## config.mk

```make
export PLATFORM = sky130hd
export DESIGN_NAME = cbtc_top
export DESIGN_NICKNAME = d
export VERILOG_FILES = /design/src/design/cbtc_pkg.sv /design/src/design/cbtc_top.sv
export SDC_FILE = /design/constraint.sdc
export NUM_CORES = 1
export LEC_CHECK = 0
export ABC_AREA = 1
export ABC_CLOCK_PERIOD_IN_PS = 7870
export BUFFER_PORTS_ARGS = -buffer_cell sky130_fd_sc_hd__buf_2
export CORE_MARGIN = 2
export CORE_UTILIZATION = 53
export DETAILED_ROUTE_END_ITERATION = 12
export PLACE_DENSITY_LB_ADDON = 0.1
export SYNTH_ARGS = -nofsm -noshare
export SYNTH_HDL_FRONTEND = slang
export SYNTH_SLANG_ARGS = --single-unit
```

## constraint.sdc

```tcl
create_clock -name aclk -period 7.87 [get_ports aclk]
set_input_delay 0.787 -clock aclk [delete_from_list [all_inputs] [get_ports aclk]]
set_output_delay 0.787 -clock aclk [all_outputs]
set_load 0.02 [all_outputs]
```

## src/design/cbtc_pkg.sv

```systemverilog
package cbtc_pkg;
  localparam int NBUF   = 32;
  localparam int NTX    = 8;
  localparam int NMASK  = 3;
  localparam int MEM_AW = 16;
  localparam int ADDR_W = 8;

  // Register byte offsets, one aligned word each
  localparam logic [7:0] A_MASK0  = 8'h00;
  localparam logic [7:0] A_FUL_LO = 8'h0c;
  localparam logic [7:0] A_FUL_HI = 8'h10;
  localparam logic [7:0] A_OVF_LO = 8'h14;
  localparam logic [7:0] A_OVF_HI = 8'h18;
  localparam logic [7:0] A_CTL0   = 8'h1c;
  localparam logic [7:0] A_BASE   = 8'h2c;

  localparam logic [15:0] RST_16 = 16'h0000;
  localparam logic [1:0]  RESP_OKAY   = 2'h0;
  localparam logic [1:0]  RESP_SLVERR = 2'h2;
  localparam logic [1:0]  MSEL_RSVD   = 2'h3;

  // Message buffer word layout
  localparam logic [2:0] WORD0     = 3'h0;
  localparam logic [2:0] WORD7     = 3'h7;
  localparam int         W0_SID_LO = 2;
  localparam int         W0_SID_HI = 12;
  localparam int         W0_SRR    = 1;
  localparam int         W0_IDE    = 0;
  localparam int         W7_FIL_LO = 8;

  typedef struct packed {
    logic       txen;
    logic       abt;
    logic       larb;
    logic       err;
    logic       req;
    logic       rtren;
    logic [1:0] pri;
  } cbtc_ctl_t;

  typedef struct packed {
    logic [2:0]  buf_id;
    logic [10:0] sid;
    logic        ext;
    logic        rtr;
  } cbtc_txhdr_t;

  typedef enum {ST_IDLE, ST_FETCH, ST_WAIT, ST_BUSY} cbtc_state_t;

  function automatic logic [MEM_AW-1:0] buf_addr(input logic [MEM_AW-1:0] base,
                                                 input logic [4:0] b, input logic [2:0] w);
    return base + MEM_AW'({b, w});
  endfunction
endpackage

```

## src/design/cbtc_top.sv

```systemverilog
`timescale 1ns/1ps
module cbtc_top
  import cbtc_pkg::*;
(
  input  wire logic                    aclk,
  input  wire logic                    aresetn,
  input  wire logic                    awvalid,
  output wire logic                    awready,
  input  wire logic [cbtc_pkg::ADDR_W-1:0] awaddr,
  input  wire logic                    wvalid,
  output wire logic                    wready,
  input  wire logic [31:0]             wdata,
  input  wire logic [3:0]              wstrb,
  output wire logic                    bvalid,
  input  wire logic                    bready,
  output wire logic [1:0]              bresp,
  input  wire logic                    arvalid,
  output wire logic                    arready,
  input  wire logic [cbtc_pkg::ADDR_W-1:0] araddr,
  output wire logic                    rvalid,
  input  wire logic                    rready,
  output wire logic [31:0]             rdata,
  output wire logic [1:0]              rresp,
  input  wire logic                    rx_store_valid,
  input  wire logic [4:0]              rx_store_buf,
  input  wire logic [4:0]              rx_store_filter,
  input  wire logic                    rtr_rx_valid,
  input  wire logic [2:0]              rtr_rx_buf,
  input  wire logic                    tx_ok,
  input  wire logic                    tx_lost_arb,
  input  wire logic                    tx_bus_err,
  input  wire logic                    tx_aborted,
  output wire logic                    tx_start,
  output wire cbtc_pkg::cbtc_txhdr_t   tx_hdr,
  output wire logic                    tx_abort_req,
  output wire logic [cbtc_pkg::NTX-1:0] buf_is_tx,
  input  wire logic [1:0]              acc_mask_sel,
  input  wire logic [15:0]             acc_msg_eid,
  input  wire logic [15:0]             acc_filt_eid,
  output wire logic                    acc_eid_match,
  output wire logic [cbtc_pkg::MEM_AW-1:0] mem_addr,
  output wire logic                    mem_rd,
  output wire logic                    mem_wr,
  output wire logic [15:0]             mem_wdata,
  input  wire logic [15:0]             mem_rdata
);
  import cbtc_pkg::*;

  function automatic logic [4:0] dec(input logic [ADDR_W-1:0] a);
    return {(a[1:0] == 2'h0) && (a <= A_BASE), a[5:2]};
  endfunction

  function automatic logic [3:0] pick_tx(input cbtc_ctl_t c [NTX]);
    logic       f;
    logic [2:0] idx;
    logic [1:0] bp;
    f   = 1'b0;
    idx = 3'h0;
    bp  = 2'h0;
    for (int i = 0; i < NTX; i++) begin
      if (c[i].txen && c[i].req && (!f || c[i].pri >= bp)) begin
        f   = 1'b1;
        idx = 3'(i);
        bp  = c[i].pri;
      end
    end
    return {f, idx};
  endfunction

  logic                   aw_full_reg, w_full_reg, bvalid_reg, rvalid_reg;
  logic [ADDR_W-1:0]      aw_addr_reg;
  logic [15:0]            w_data_reg;
  logic [1:0]             w_strb_reg;
  logic [1:0]             bresp_reg, rresp_reg;
  logic [31:0]            rdata_reg;
  logic [15:0]            mask_reg [NMASK];
  logic [NBUF-1:0]        full_reg, ovf_reg, full_next, ovf_next;
  logic [MEM_AW-1:0]      base_reg, mem_addr_reg;
  cbtc_ctl_t              ctl_reg [NTX];
  cbtc_ctl_t              ctl_next [NTX];
  cbtc_state_t            state_reg;
  logic [2:0]             act_reg;
  logic                   tx_start_reg, abort_reg, abort_next, cancel;
  logic                   mem_rd_reg, mem_wr_reg, match_reg;
  logic [15:0]            mem_wdata_reg;
  cbtc_txhdr_t            hdr_reg;
  logic                   wr_en, rx_acc, go, ctl_wr;
  logic [4:0]             wdec, rdec;
  logic [1:0]             ctl_pair;
  logic [15:0]            wmask, clr16;
  logic [3:0]             pk;

  assign awready   = !aw_full_reg;
  assign wready    = !w_full_reg;
  assign bvalid    = bvalid_reg;
  assign bresp     = bresp_reg;
  assign arready   = !rvalid_reg;
  assign rvalid    = rvalid_reg;
  assign rdata     = rdata_reg;
  assign rresp     = rresp_reg;
  assign tx_start  = tx_start_reg;
  assign tx_hdr    = hdr_reg;
  assign tx_abort_req  = abort_reg;
  assign acc_eid_match = match_reg;
  assign mem_addr  = mem_addr_reg;
  assign mem_rd    = mem_rd_reg;
  assign mem_wr    = mem_wr_reg;
  assign mem_wdata = mem_wdata_reg;

  assign wr_en    = aw_full_reg && w_full_reg && !bvalid_reg;
  assign wdec     = dec(aw_addr_reg);
  assign ctl_wr   = wr_en && wdec[4] && wdec[3:0] >= A_CTL0[5:2] && wdec[3:0] < A_BASE[5:2];
  assign ctl_pair = 2'(wdec[3:0] - A_CTL0[5:2]);
  assign wmask    = {{8{w_strb_reg[1]}}, {8{w_strb_reg[0]}}};
  assign clr16    = wmask & ~w_data_reg;
  assign rdec     = dec(araddr);
  // Stores into a buffer set up for sending are ignored
  assign rx_acc   = rx_store_valid && !(rx_store_buf < 5'(NTX) && ctl_reg[rx_store_buf[2:0]].txen);
  assign pk       = pick_tx(ctl_reg);
  assign go       = state_reg == ST_IDLE && pk[3] && !rx_acc;

  generate
    for (genvar g = 0; g < NTX; g++) begin : g_dir
      assign buf_is_tx[g] = ctl_reg[g].txen;
    end
  endgenerate

  // Write address and data are taken independently
  always_ff @(posedge aclk) begin
    if (!aresetn) begin
      aw_full_reg <= 1'b0;
      w_full_reg  <= 1'b0;
      aw_addr_reg <= '0;
      w_data_reg  <= RST_16;
      w_strb_reg  <= 2'h0;
    end else begin
      if (awvalid && !aw_full_reg) begin
        aw_full_reg <= 1'b1;
        aw_addr_reg <= awaddr;
      end else if (wr_en) begin
        aw_full_reg <= 1'b0;
      end
      if (wvalid && !w_full_reg) begin
        w_full_reg <= 1'b1;
        w_data_reg <= wdata[15:0];
        w_strb_reg <= wstrb[1:0];
      end else if (wr_en) begin
        w_full_reg <= 1'b0;
      end
    end
  end

  always_ff @(posedge aclk) begin
    if (!aresetn) begin
      bvalid_reg <= 1'b0;
      bresp_reg  <= RESP_OKAY;
    end else if (wr_en) begin
      bvalid_reg <= 1'b1;
      bresp_reg  <= wdec[4] ? RESP_OKAY : RESP_SLVERR;
    end else if (bready) begin
      bvalid_reg <= 1'b0;
    end
  end

  always_ff @(posedge aclk) begin
    if (!aresetn) begin
      rvalid_reg <= 1'b0;
      rresp_reg  <= RESP_OKAY;
      rdata_reg  <= 32'h0000_0000;
    end else if (arvalid && !rvalid_reg) begin
      rvalid_reg <= 1'b1;
      rresp_reg  <= rdec[4] ? RESP_OKAY : RESP_SLVERR;
      rdata_reg  <= 32'h0000_0000;
      // Unmapped and misaligned reads return zero
      if (!rdec[4])
        rdata_reg[15:0] <= RST_16;
      else if (rdec[3:0] < A_FUL_LO[5:2])
        rdata_reg[15:0] <= mask_reg[rdec[1:0]];
      else if (rdec[3:0] == A_FUL_LO[5:2])
        rdata_reg[15:0] <= full_reg[15:0];
      else if (rdec[3:0] == A_FUL_HI[5:2])
        rdata_reg[15:0] <= full_reg[31:16];
      else if (rdec[3:0] == A_OVF_LO[5:2])
        rdata_reg[15:0] <= ovf_reg[15:0];
      else if (rdec[3:0] == A_OVF_HI[5:2])
        rdata_reg[15:0] <= ovf_reg[31:16];
      else if (rdec[3:0] < A_BASE[5:2])
        rdata_reg[15:0] <= {ctl_reg[2'(rdec[3:0] - A_CTL0[5:2]) * 2 + 1],
                            ctl_reg[2'(rdec[3:0] - A_CTL0[5:2]) * 2]};
      else
        rdata_reg[15:0] <= base_reg;
    end else if (rready) begin
      rvalid_reg <= 1'b0;
    end
  end

  always_ff @(posedge aclk) begin
    if (!aresetn) begin
      for (int i = 0; i < NMASK; i++)
        mask_reg[i] <= RST_16;
      base_reg <= '0;
    end else if (wr_en && wdec[4]) begin
      if (wdec[3:0] < A_FUL_LO[5:2])
        mask_reg[wdec[1:0]] <= (mask_reg[wdec[1:0]] & ~wmask) | (w_data_reg & wmask);
      else if (wdec[3:0] == A_BASE[5:2])
        base_reg <= (base_reg & ~wmask) | (w_data_reg & wmask);
    end
  end

  always_ff @(posedge aclk) begin
    if (!aresetn)
      match_reg <= 1'b0;
    else
      match_reg <= acc_mask_sel != MSEL_RSVD &&
                   ((acc_msg_eid ^ acc_filt_eid) & mask_reg[acc_mask_sel]) == RST_16;
  end

  // A store in the same cycle as a clear wins
  always_comb begin
    full_next = full_reg;
    ovf_next  = ovf_reg;
    if (wr_en && wdec[4] && wdec[3:0] == A_FUL_LO[5:2]) full_next[15:0]  = full_reg[15:0] & ~clr16;
    if (wr_en && wdec[4] && wdec[3:0] == A_FUL_HI[5:2]) full_next[31:16] = full_reg[31:16] & ~clr16;
    if (wr_en && wdec[4] && wdec[3:0] == A_OVF_LO[5:2]) ovf_next[15:0]   = ovf_reg[15:0] & ~clr16;
    if (wr_en && wdec[4] && wdec[3:0] == A_OVF_HI[5:2]) ovf_next[31:16]  = ovf_reg[31:16] & ~clr16;
    if (rx_acc) begin
      if (full_reg[rx_store_buf])
        ovf_next[rx_store_buf] = 1'b1;
      else
        full_next[rx_store_buf] = 1'b1;
    end
  end

  always_ff @(posedge aclk) begin
    if (!aresetn) begin
      full_reg <= '0;
      ovf_reg  <= '0;
    end else begin
      full_reg <= full_next;
      ovf_reg  <= ovf_next;
    end
  end

  always_comb begin
    cbtc_ctl_t wb;
    wb         = '0;
    abort_next = 1'b0;
    cancel     = 1'b0;
    for (int i = 0; i < NTX; i++) begin
      ctl_next[i] = ctl_reg[i];
      wb = w_data_reg[(i % 2) * 8 +: 8];
      if (ctl_wr && ctl_pair == 2'(i / 2) && w_strb_reg[i % 2]) begin
        ctl_next[i].txen  = wb.txen;
        ctl_next[i].rtren = wb.rtren;
        ctl_next[i].pri   = wb.pri;
        if (wb.req && !ctl_reg[i].req) begin
          ctl_next[i].req  = 1'b1;
          ctl_next[i].abt  = 1'b0;
          ctl_next[i].larb = 1'b0;
          ctl_next[i].err  = 1'b0;
        end else if (!wb.req && ctl_reg[i].req) begin
          // A frame already on the bus is stopped by the engine
          if (state_reg == ST_BUSY && act_reg == 3'(i)) begin
            abort_next = 1'b1;
          end else begin
            ctl_next[i].req = 1'b0;
            ctl_next[i].abt = 1'b1;
            cancel = cancel || (state_reg != ST_IDLE && act_reg == 3'(i)) || (go && pk[2:0] == 3'(i));
          end
        end
      end
      if (rtr_rx_valid && rtr_rx_buf == 3'(i) && ctl_reg[i].txen && ctl_reg[i].rtren) begin
        ctl_next[i].req  = 1'b1;
        ctl_next[i].abt  = 1'b0;
        ctl_next[i].larb = 1'b0;
        ctl_next[i].err  = 1'b0;
      end
      if (state_reg == ST_BUSY && act_reg == 3'(i)) begin
        if (tx_ok) begin
          ctl_next[i].req = 1'b0;
          ctl_next[i].abt = 1'b0;
        end
        if (tx_lost_arb) ctl_next[i].larb = 1'b1;
        if (tx_bus_err)  ctl_next[i].err  = 1'b1;
        if (tx_aborted) begin
          ctl_next[i].req = 1'b0;
          ctl_next[i].abt = 1'b1;
        end
      end
    end
  end

  always_ff @(posedge aclk) begin
    if (!aresetn) begin
      for (int i = 0; i < NTX; i++)
        ctl_reg[i] <= '0;
      abort_reg <= 1'b0;
    end else begin
      for (int i = 0; i < NTX; i++)
        ctl_reg[i] <= ctl_next[i];
      abort_reg <= abort_next;
    end
  end

  // Lost arbitration or bus error returns to idle; the request stays for a retry
  always_ff @(posedge aclk) begin
    if (!aresetn) begin
      state_reg    <= ST_IDLE;
      act_reg      <= 3'h0;
      tx_start_reg <= 1'b0;
      hdr_reg      <= '0;
    end else begin
      tx_start_reg <= 1'b0;
      case (state_reg)
        ST_IDLE: begin
          if (go && !cancel) begin
            act_reg   <= pk[2:0];
            state_reg <= ST_FETCH;
          end
        end
        ST_FETCH: begin
          state_reg <= cancel ? ST_IDLE : ST_WAIT;
        end
        ST_WAIT: begin
          if (cancel) begin
            state_reg <= ST_IDLE;
          end else begin
            hdr_reg.buf_id <= act_reg;
            hdr_reg.sid    <= mem_rdata[W0_SID_HI:W0_SID_LO];
            hdr_reg.ext    <= mem_rdata[W0_IDE];
            hdr_reg.rtr    <= !mem_rdata[W0_IDE] && mem_rdata[W0_SRR];
            tx_start_reg   <= 1'b1;
            state_reg      <= ST_BUSY;
          end
        end
        ST_BUSY: begin
          if (tx_ok || tx_aborted || tx_lost_arb || tx_bus_err)
            state_reg <= ST_IDLE;
        end
        default: state_reg <= ST_IDLE;
      endcase
    end
  end

  always_ff @(posedge aclk) begin
    if (!aresetn) begin
      mem_addr_reg  <= '0;
      mem_rd_reg    <= 1'b0;
      mem_wr_reg    <= 1'b0;
      mem_wdata_reg <= RST_16;
    end else begin
      mem_rd_reg <= go;
      mem_wr_reg <= rx_acc;
      if (rx_acc) begin
        mem_addr_reg  <= buf_addr(base_reg, rx_store_buf, WORD7);
        mem_wdata_reg <= 16'({rx_store_filter, W7_FIL_LO'(0)});
      end else if (go) begin
        mem_addr_reg <= buf_addr(base_reg, {2'h0, pk[2:0]}, WORD0);
      end
    end
  end
endmodule

```

Yosys cells after proc, flatten, opt, wreduce, memory -nomap -nowiden
Memories as Yosys holds them, arrays and structs flattened. A register that Yosys moved wholly into a read port is not among the register bits.
Index checks and enable logic that the tools add are counted.
{"block": "classes", "eq_ne": 40, "n_lt_le_gt_ge": 20, "muxes": 269, "bitwise": 22, "n_reduce_logical": 184, "add_sub_neg": 5}
{"cell": "two-way mux 16 bit", "n": 14}
{"cell": "two-way mux 32 bit", "n": 6}
{"cell": "two-way mux 1 bit", "n": 185}
{"cell": "bitwise AND 16 bit", "n": 9}
{"cell": "one-hot mux 32 bit (4 select lines)", "n": 1}
{"cell": "logical AND 1 bit", "n": 113}
{"cell": "binary-select mux 8 bit (select 3 bit)", "n": 3}
{"cell": "greater-or-equal comparator 33 x 4 -> 1 bit (second input constant)", "n": 2}
{"cell": "equality test 32 x 2 -> 1 bit (second input constant)", "n": 2}
{"cell": "logical NOT 32 bit", "n": 2}
{"cell": "two-way mux 4 bit", "n": 16}
{"cell": "bitwise OR 32 bit", "n": 2}
{"cell": "two-way mux 7 bit", "n": 8}
{"cell": "two-way mux 8 bit", "n": 6}
{"cell": "inverter 16 bit", "n": 3}
{"cell": "two-way mux 2 bit", "n": 22}
{"cell": "equality test 3 bit (second input constant)", "n": 12}
{"cell": "inverter 3 -> 33 bit", "n": 1}
{"cell": "inverter 4 -> 33 bit", "n": 1}
{"cell": "equality test 32 x 1 -> 1 bit (second input constant)", "n": 1}
{"cell": "equality test 32 x 3 -> 1 bit (second input constant)", "n": 1}
{"cell": "bitwise OR 16 bit", "n": 2}
{"cell": "nonzero test 32 bit", "n": 1}
{"cell": "logical NOT 1 bit", "n": 25}
{"cell": "other kinds (35)", "n": 102}
{"block": "word_totals", "output_inout_bits": 102, "ff_bits": 271, "memories": 1, "mem_bits_rw": 48, "wordCells": 623}
{"name": "mask_reg", "words": 3, "word_bits": 16, "rd": 3, "rd_clocked_by_memory_dff": 1, "write_ports": 3, "line": "cbtc_top.sv:76", "text": "logic [15:0] mask_reg [NMASK];"}

Depth between registers and ports, before layout
{"block": "logic_depth", "ltp_word": 84, "depth_mapped": 67, "ltp_nobuf": 67}

Worst setup path after synthesis
No wires, ideal clock.
{"block": "synth_path", "path_kind": "reg-to-reg", "start": "register ctl_reg[59] in the netlist's numbering", "end": "register mem_addr_reg[15] (netlist: mem_addr[15])", "n_path_buf": 0, "synth_period_minus_slack_ns": 7.594, "path_slack_ns": 0.276, "arrival_ns": 7.467, "stages_incl_launch_ff": 59, "setup_time_ns": 0.127, "required_ns": 7.743, "path_cell_list": "dfxtp_1 > nand2_2 > nor2_1 > inv_1 > ha_1 > nand2_1 > nand2_1 > nand2_2 > o21ai_0 > ha_1 > inv_1 > nand2_1 > nand2_1 > nand3_1 > nand2_2 > nand2_1 > o21ai_0 > ha_1 > [23 not listed] > nand2_1 > o21ai_0 > ha_1 > o21ai_0 > a31oi_1 > inv_1 > nand2_1 > inv_1 > nand3_2 > ha_1 > a21oi_1 > o21ai_0 > nand2_1 > a31oi_1 > nand3_1 > nor3_1 > xor2_1 > a21oi_1"}
{"block": "synth_via", "elab_chain_len": 33, "word_cells_on_any_way": 57, "cone_classes": "add/sub (1); order compare (7); mux (24); reduce/logical (25)"}
{"element": "from (decl)", "line": "cbtc_top.sv:79", "text": "cbtc_ctl_t ctl_reg [NTX];"}
{"element": "from (signal, indexed assignment)", "line": "cbtc_top.sv:300", "text": "ctl_reg[i] <= ctl_next[i];"}
{"element": "logical AND 1 bit *", "line": "cbtc_top.sv:61", "text": "if (c[i].txen && c[i].req && (!f || c[i].pri >= bp)) begin"}
{"element": "two-way mux 2 bit or two-way mux 1 bit (tied branches)", "line": "cbtc_top.sv:61"}
{"element": "greater-or-equal comparator 2 bit or logical NOT 1 bit (tied branches)", "line": "cbtc_top.sv:61"}
{"element": "logical OR 1 bit", "line": "cbtc_top.sv:61"}
{"element": "logical AND 1 bit", "line": "cbtc_top.sv:61"}
{"element": "two-way mux 2 bit or two-way mux 1 bit (tied branches)", "line": "cbtc_top.sv:61"}
{"element": "greater-or-equal comparator 2 bit or logical NOT 1 bit (tied branches)", "line": "cbtc_top.sv:61"}
{"element": "logical OR 1 bit", "line": "cbtc_top.sv:61"}
{"element": "[18 not listed]"}
{"element": "greater-or-equal comparator 2 bit or logical NOT 1 bit (tied branches)", "line": "cbtc_top.sv:61"}
{"element": "logical OR 1 bit", "line": "cbtc_top.sv:61"}
{"element": "logical AND 1 bit", "line": "cbtc_top.sv:61"}
{"element": "two-way mux 3 bit *", "line": "cbtc_top.sv:61"}
{"element": "via pk[2]", "line": "cbtc_top.sv:91", "text": "logic [3:0] pk;"}
{"element": "adder 16 x 6 -> 16 bit *", "line": "cbtc_pkg.sv:52", "text": "return base + MEM_AW'({b, w});"}
{"element": "two-way mux 16 bit *", "line": "cbtc_top.sv:357", "text": "end else if (go) begin"}
{"element": "two-way mux 16 bit *", "line": "cbtc_top.sv:354", "text": "if (rx_acc) begin"}
{"element": "to (signal assigned)", "line": "cbtc_top.sv:355", "text": "mem_addr_reg <= buf_addr(base_reg, rx_store_buf, WORD7);"}
{"element": "to (signal assigned)", "line": "cbtc_top.sv:358", "text": "mem_addr_reg <= buf_addr(base_reg, {2'h0, pk[2:0]}, WORD0);"}
{"element": "to (decl)", "line": "cbtc_top.sv:78", "text": "logic [MEM_AW-1:0] base_reg, mem_addr_reg;"}
Mark *: on every way through the listed nets, which the timed path passes. The rest lies on a longest branch. The select of a mux whose other input is x is not followed.
A chain may end at the register's enable or synchronous reset.

Worst setup path after layout
{"block": "layout_path", "start": "register ctl_reg[59] in the netlist's numbering", "end": "register mem_addr_reg[14] (netlist: mem_addr[14])"}
Same word-level chain as after synthesis.

==> results.cfg <==
[status]
status = finished clean

[floorplanning]
num_rows = 64
initial_core_util = 0.5413
fp.dieW_um = 181.2
design.core.area_um2 = 30750
dieHeight_um = 181.2
pin_count = 230
die_area_um2 = 32840

[place]
gp_congestion = 0.9863
dp.cells = 2761
port-buffer-count = 179
dp_hpwl_mm = 38.86

[worst_hold_path]
hold-path-cell-count = 2
hp-class = reg -> reg
min-delay-start = tx_hdr[4]$_SDFFE_PN0P_
hold_end = tx_hdr[4]$_SDFFE_PN0P_

[clocking]
h-tree-depth = 2
cts_root_buf = clkbuf_16
clkLatencyLatePin_ns = 0.52
clockBufferDepth = 3
numCtsBuffers = 34
cts_tree = yes
postCtsHoldBufs = 0
cts.reportedPaths.clkPinSlew_ns = 0.06
cts.sinks = 305

[route]
drc = 0
routed_wl_mm = 57.51
ant_nets = 0
viasPerCell = 6.176
wl_per_cell_um = 20.27
drtPass1Iterations = 6
vias = 17520
drtIter0Drc = 2152

[critical_path]
rrSetupSlack_ns = 0.39
endpoint_kind = flip-flop
worstPathMaxFanout = 5
worst_ep_required_time_ns = 8.31
crit_type = reg -> reg
cp_slowest_stage_delay_ns = 0.35
critPathMostFrequentCell = nand2_2
critPathArrivalTime_ns = 7.91
crit_slowest_cell = dfxtp_2
start_kind = flip-flop
rr_endpoint = mem_addr[14]$_SDFFE_PN0P_
r2r-start = ctl_reg[59]$_SDFF_PN0_
reg2reg_depth = 64

[timing]
hold_violations = 0
holdWs_ns = 0.4556
fin_crit_sh = 0.9499
fmax_ghz = 0.1338
finalWorstPathRequiredPeriod_ns = 7.476
drv_slew = 0
max-slew-margin-rel = 0.2435
rsz0062_at_grt = true
tightestPinTransition_ns = 1.131
fin_skew_ns = 0.02463
final-setup-viol-count = 0

[layout]
num_antenna_cells = 0
syn_to_final_growth_pct = 16.06
fin_nets = 2573
largest_register_ff_count = 64
post_layout_nonfiller_instances = 2837
drive_above_1_share = 0.1643
fillers = 2833
ff_latch_area_um2 = 6750
multi_input_area_um2 = 8682

[synth]
synthTopCellsByArea = dfxtp_1, edfxtp_1, o21ai_0
yosysTopAreaCellShare = 0.2899
async_flop_share = 0
yosys_register_bits = 305
syn_area_um2 = 16640
ys_warn_count = 0
yosysTopAreaCell = dfxtp_1
yosysUniqueCellTypes = 55
yosysSeqAreaShare = 0.4053
ys.flop_type = dfxtp_1
syn_inst = 2259
syn_avg_cell_area_um2 = 7.368
synth_edf_count = 64

[global_routing]
grt_pass1_vias = 16130
antenna_found_initial = 0
grt_pass1_wl_mm = 88.51
grt_max_degree = 108
grt_use_total = 0.3382
grt_overflow = 0

[job]
maxCapViolCount = 0

[pwr]
peakVddDrop_mv = 0.1590
power.leakage_nw = 7.806
finalPower_mw = 3.765
powerDensity_nw_per_um2 = 194.9
report_power, final:
part / internal (mW) / switching (mW) / total, mW
combinational: 0.123 / 0.346 / 0.468
clock: 0.961 / 0.654 / 1.62
sequential: 1.64 / 0.0374 / 1.68
worst max-delay path: cells and delay by family (launching register included):
family | cells | cell delay (ns)
AO/OA/AOI/OAI | 17 | 1.57
adder cells (fa/ha/maj) | 8 | 2.28
buffers and inverters | 8 | 0.50
flip-flops | 1 | 0.35
AND/OR/NAND/NOR | 31 | 2.64
routing by layer:
metal | share of wire | track usage | vias up
met5 | 0 | 0 | -
met4 | 0.045 | 0.1447 | 0
met3 | 0.11 | 0.06470 | 160
met2 | 0.43 | 0.5140 | 1060
met1 | 0.41 | 0.4700 | 8186
li1 | - | - | 8114
cell families (layout without fill, tap and decap cells):
group,after synthesis,in the layout,synth area share
compound gates,724,724,0.2523
xor+xnor,21,21,0.01105
fa+ha+maj,26,26,0.02000
buf+inv,399,537,0.1008
flops,305,305,0.4053
mux,10,10,0.006014
other cells,1,45,0.0002253
simple gates,773,773,0.2042
placed cells by master (no fill, tap or decap), types with 7 or more instances in the layout:
cell type	netlist	layout
a211oi_1	8	8
a21oi_1	204	200
a221oi_1	44	44
a22oi_1	7	7
a31oi_1	19	17
a32oi_1	23	23
buf_2	3	179
buf_4	39	67
clkbuf_1	112	8
clkbuf_16	0	37
clkinv_1	8	7
conb_1	1	45
dfxtp_1	241	238
edfxtp_1	64	64
ha_1	25	19
inv_1	217	212
inv_2	8	12
mux2i_1	10	10
nand2_1	260	249
nand2_2	14	19
nand2_4	4	10
nand3_1	143	138
nand3_2	7	11
nand4_1	29	29
nor2_1	267	262
nor2_2	4	7
nor3_1	19	16
o2111ai_1	7	7
o211ai_1	29	29
o21ai_0	320	306
o21ai_1	5	12
o221ai_1	20	20
o22ai_1	22	22
or2_2	7	7
xor2_1	21	21
cell type report:
class	count	area share
Clock buffer	50	0.05272
Clock inverter	8	0.004728
Inverter	233	0.04566
Multi-Input combinational cell	1599	0.4494
Sequential cell	305	0.3494
Tap cell	396	0.02565
Timing Repair Buffer	246	0.07241
synthesized netlist by cell type (20+ instances only):
master,number
o21ai_0,320
nor2_1,267
nand2_1,260
dfxtp_1,241
inv_1,217
a21oi_1,204
nand3_1,143
clkbuf_1,112
edfxtp_1,64
a221oi_1,44
buf_4,39
nand4_1,29
o211ai_1,29
ha_1,25
a32oi_1,23
o22ai_1,22
xor2_1,21
o221ai_1,20
per-stage QoR:
step                      setup TNS, ns  setup WS (ns)  instance area (um2)    util
after floorplan                       0         0.2756                16810       -
after global placement                0       0.007015                17790  0.5786
after detailed placement         -2.840        -0.3410                17790  0.5786
after CTS                             0       0.006112                18960  0.6167
after global routing             -1.678        -0.1666                19320  0.6283
final                                 0         0.3943                19320  0.6283
worst max path at each step:
stage                     depth (start not counted)                       from                   endpoint
after floorplan                                  58     ctl_reg[59]$_SDFF_PN0_  mem_addr[15]$_SDFFE_PN0P_
after global placement                           58     ctl_reg[59]$_SDFF_PN0_  mem_addr[15]$_SDFFE_PN0P_
after detailed placement                         60     ctl_reg[59]$_SDFF_PN0_  mem_addr[14]$_SDFFE_PN0P_
after CTS                                        62     ctl_reg[59]$_SDFF_PN0_  mem_addr[11]$_SDFFE_PN0P_
after global routing                             61  buf_is_tx[0]$_SDFFE_PN0P_  mem_addr[14]$_SDFFE_PN0P_
final                                            64     ctl_reg[59]$_SDFF_PN0_  mem_addr[14]$_SDFFE_PN0P_
timing repair:
item	CTS	global route
pin swaps	2	52
hold endpoints to repair	0	0
gates cloned	0	0
gates resized for setup	16	61
setup buffers	1	17
setup endpoints to repair	26	34
No activity file was read; power rests on OpenSTA's default activity.
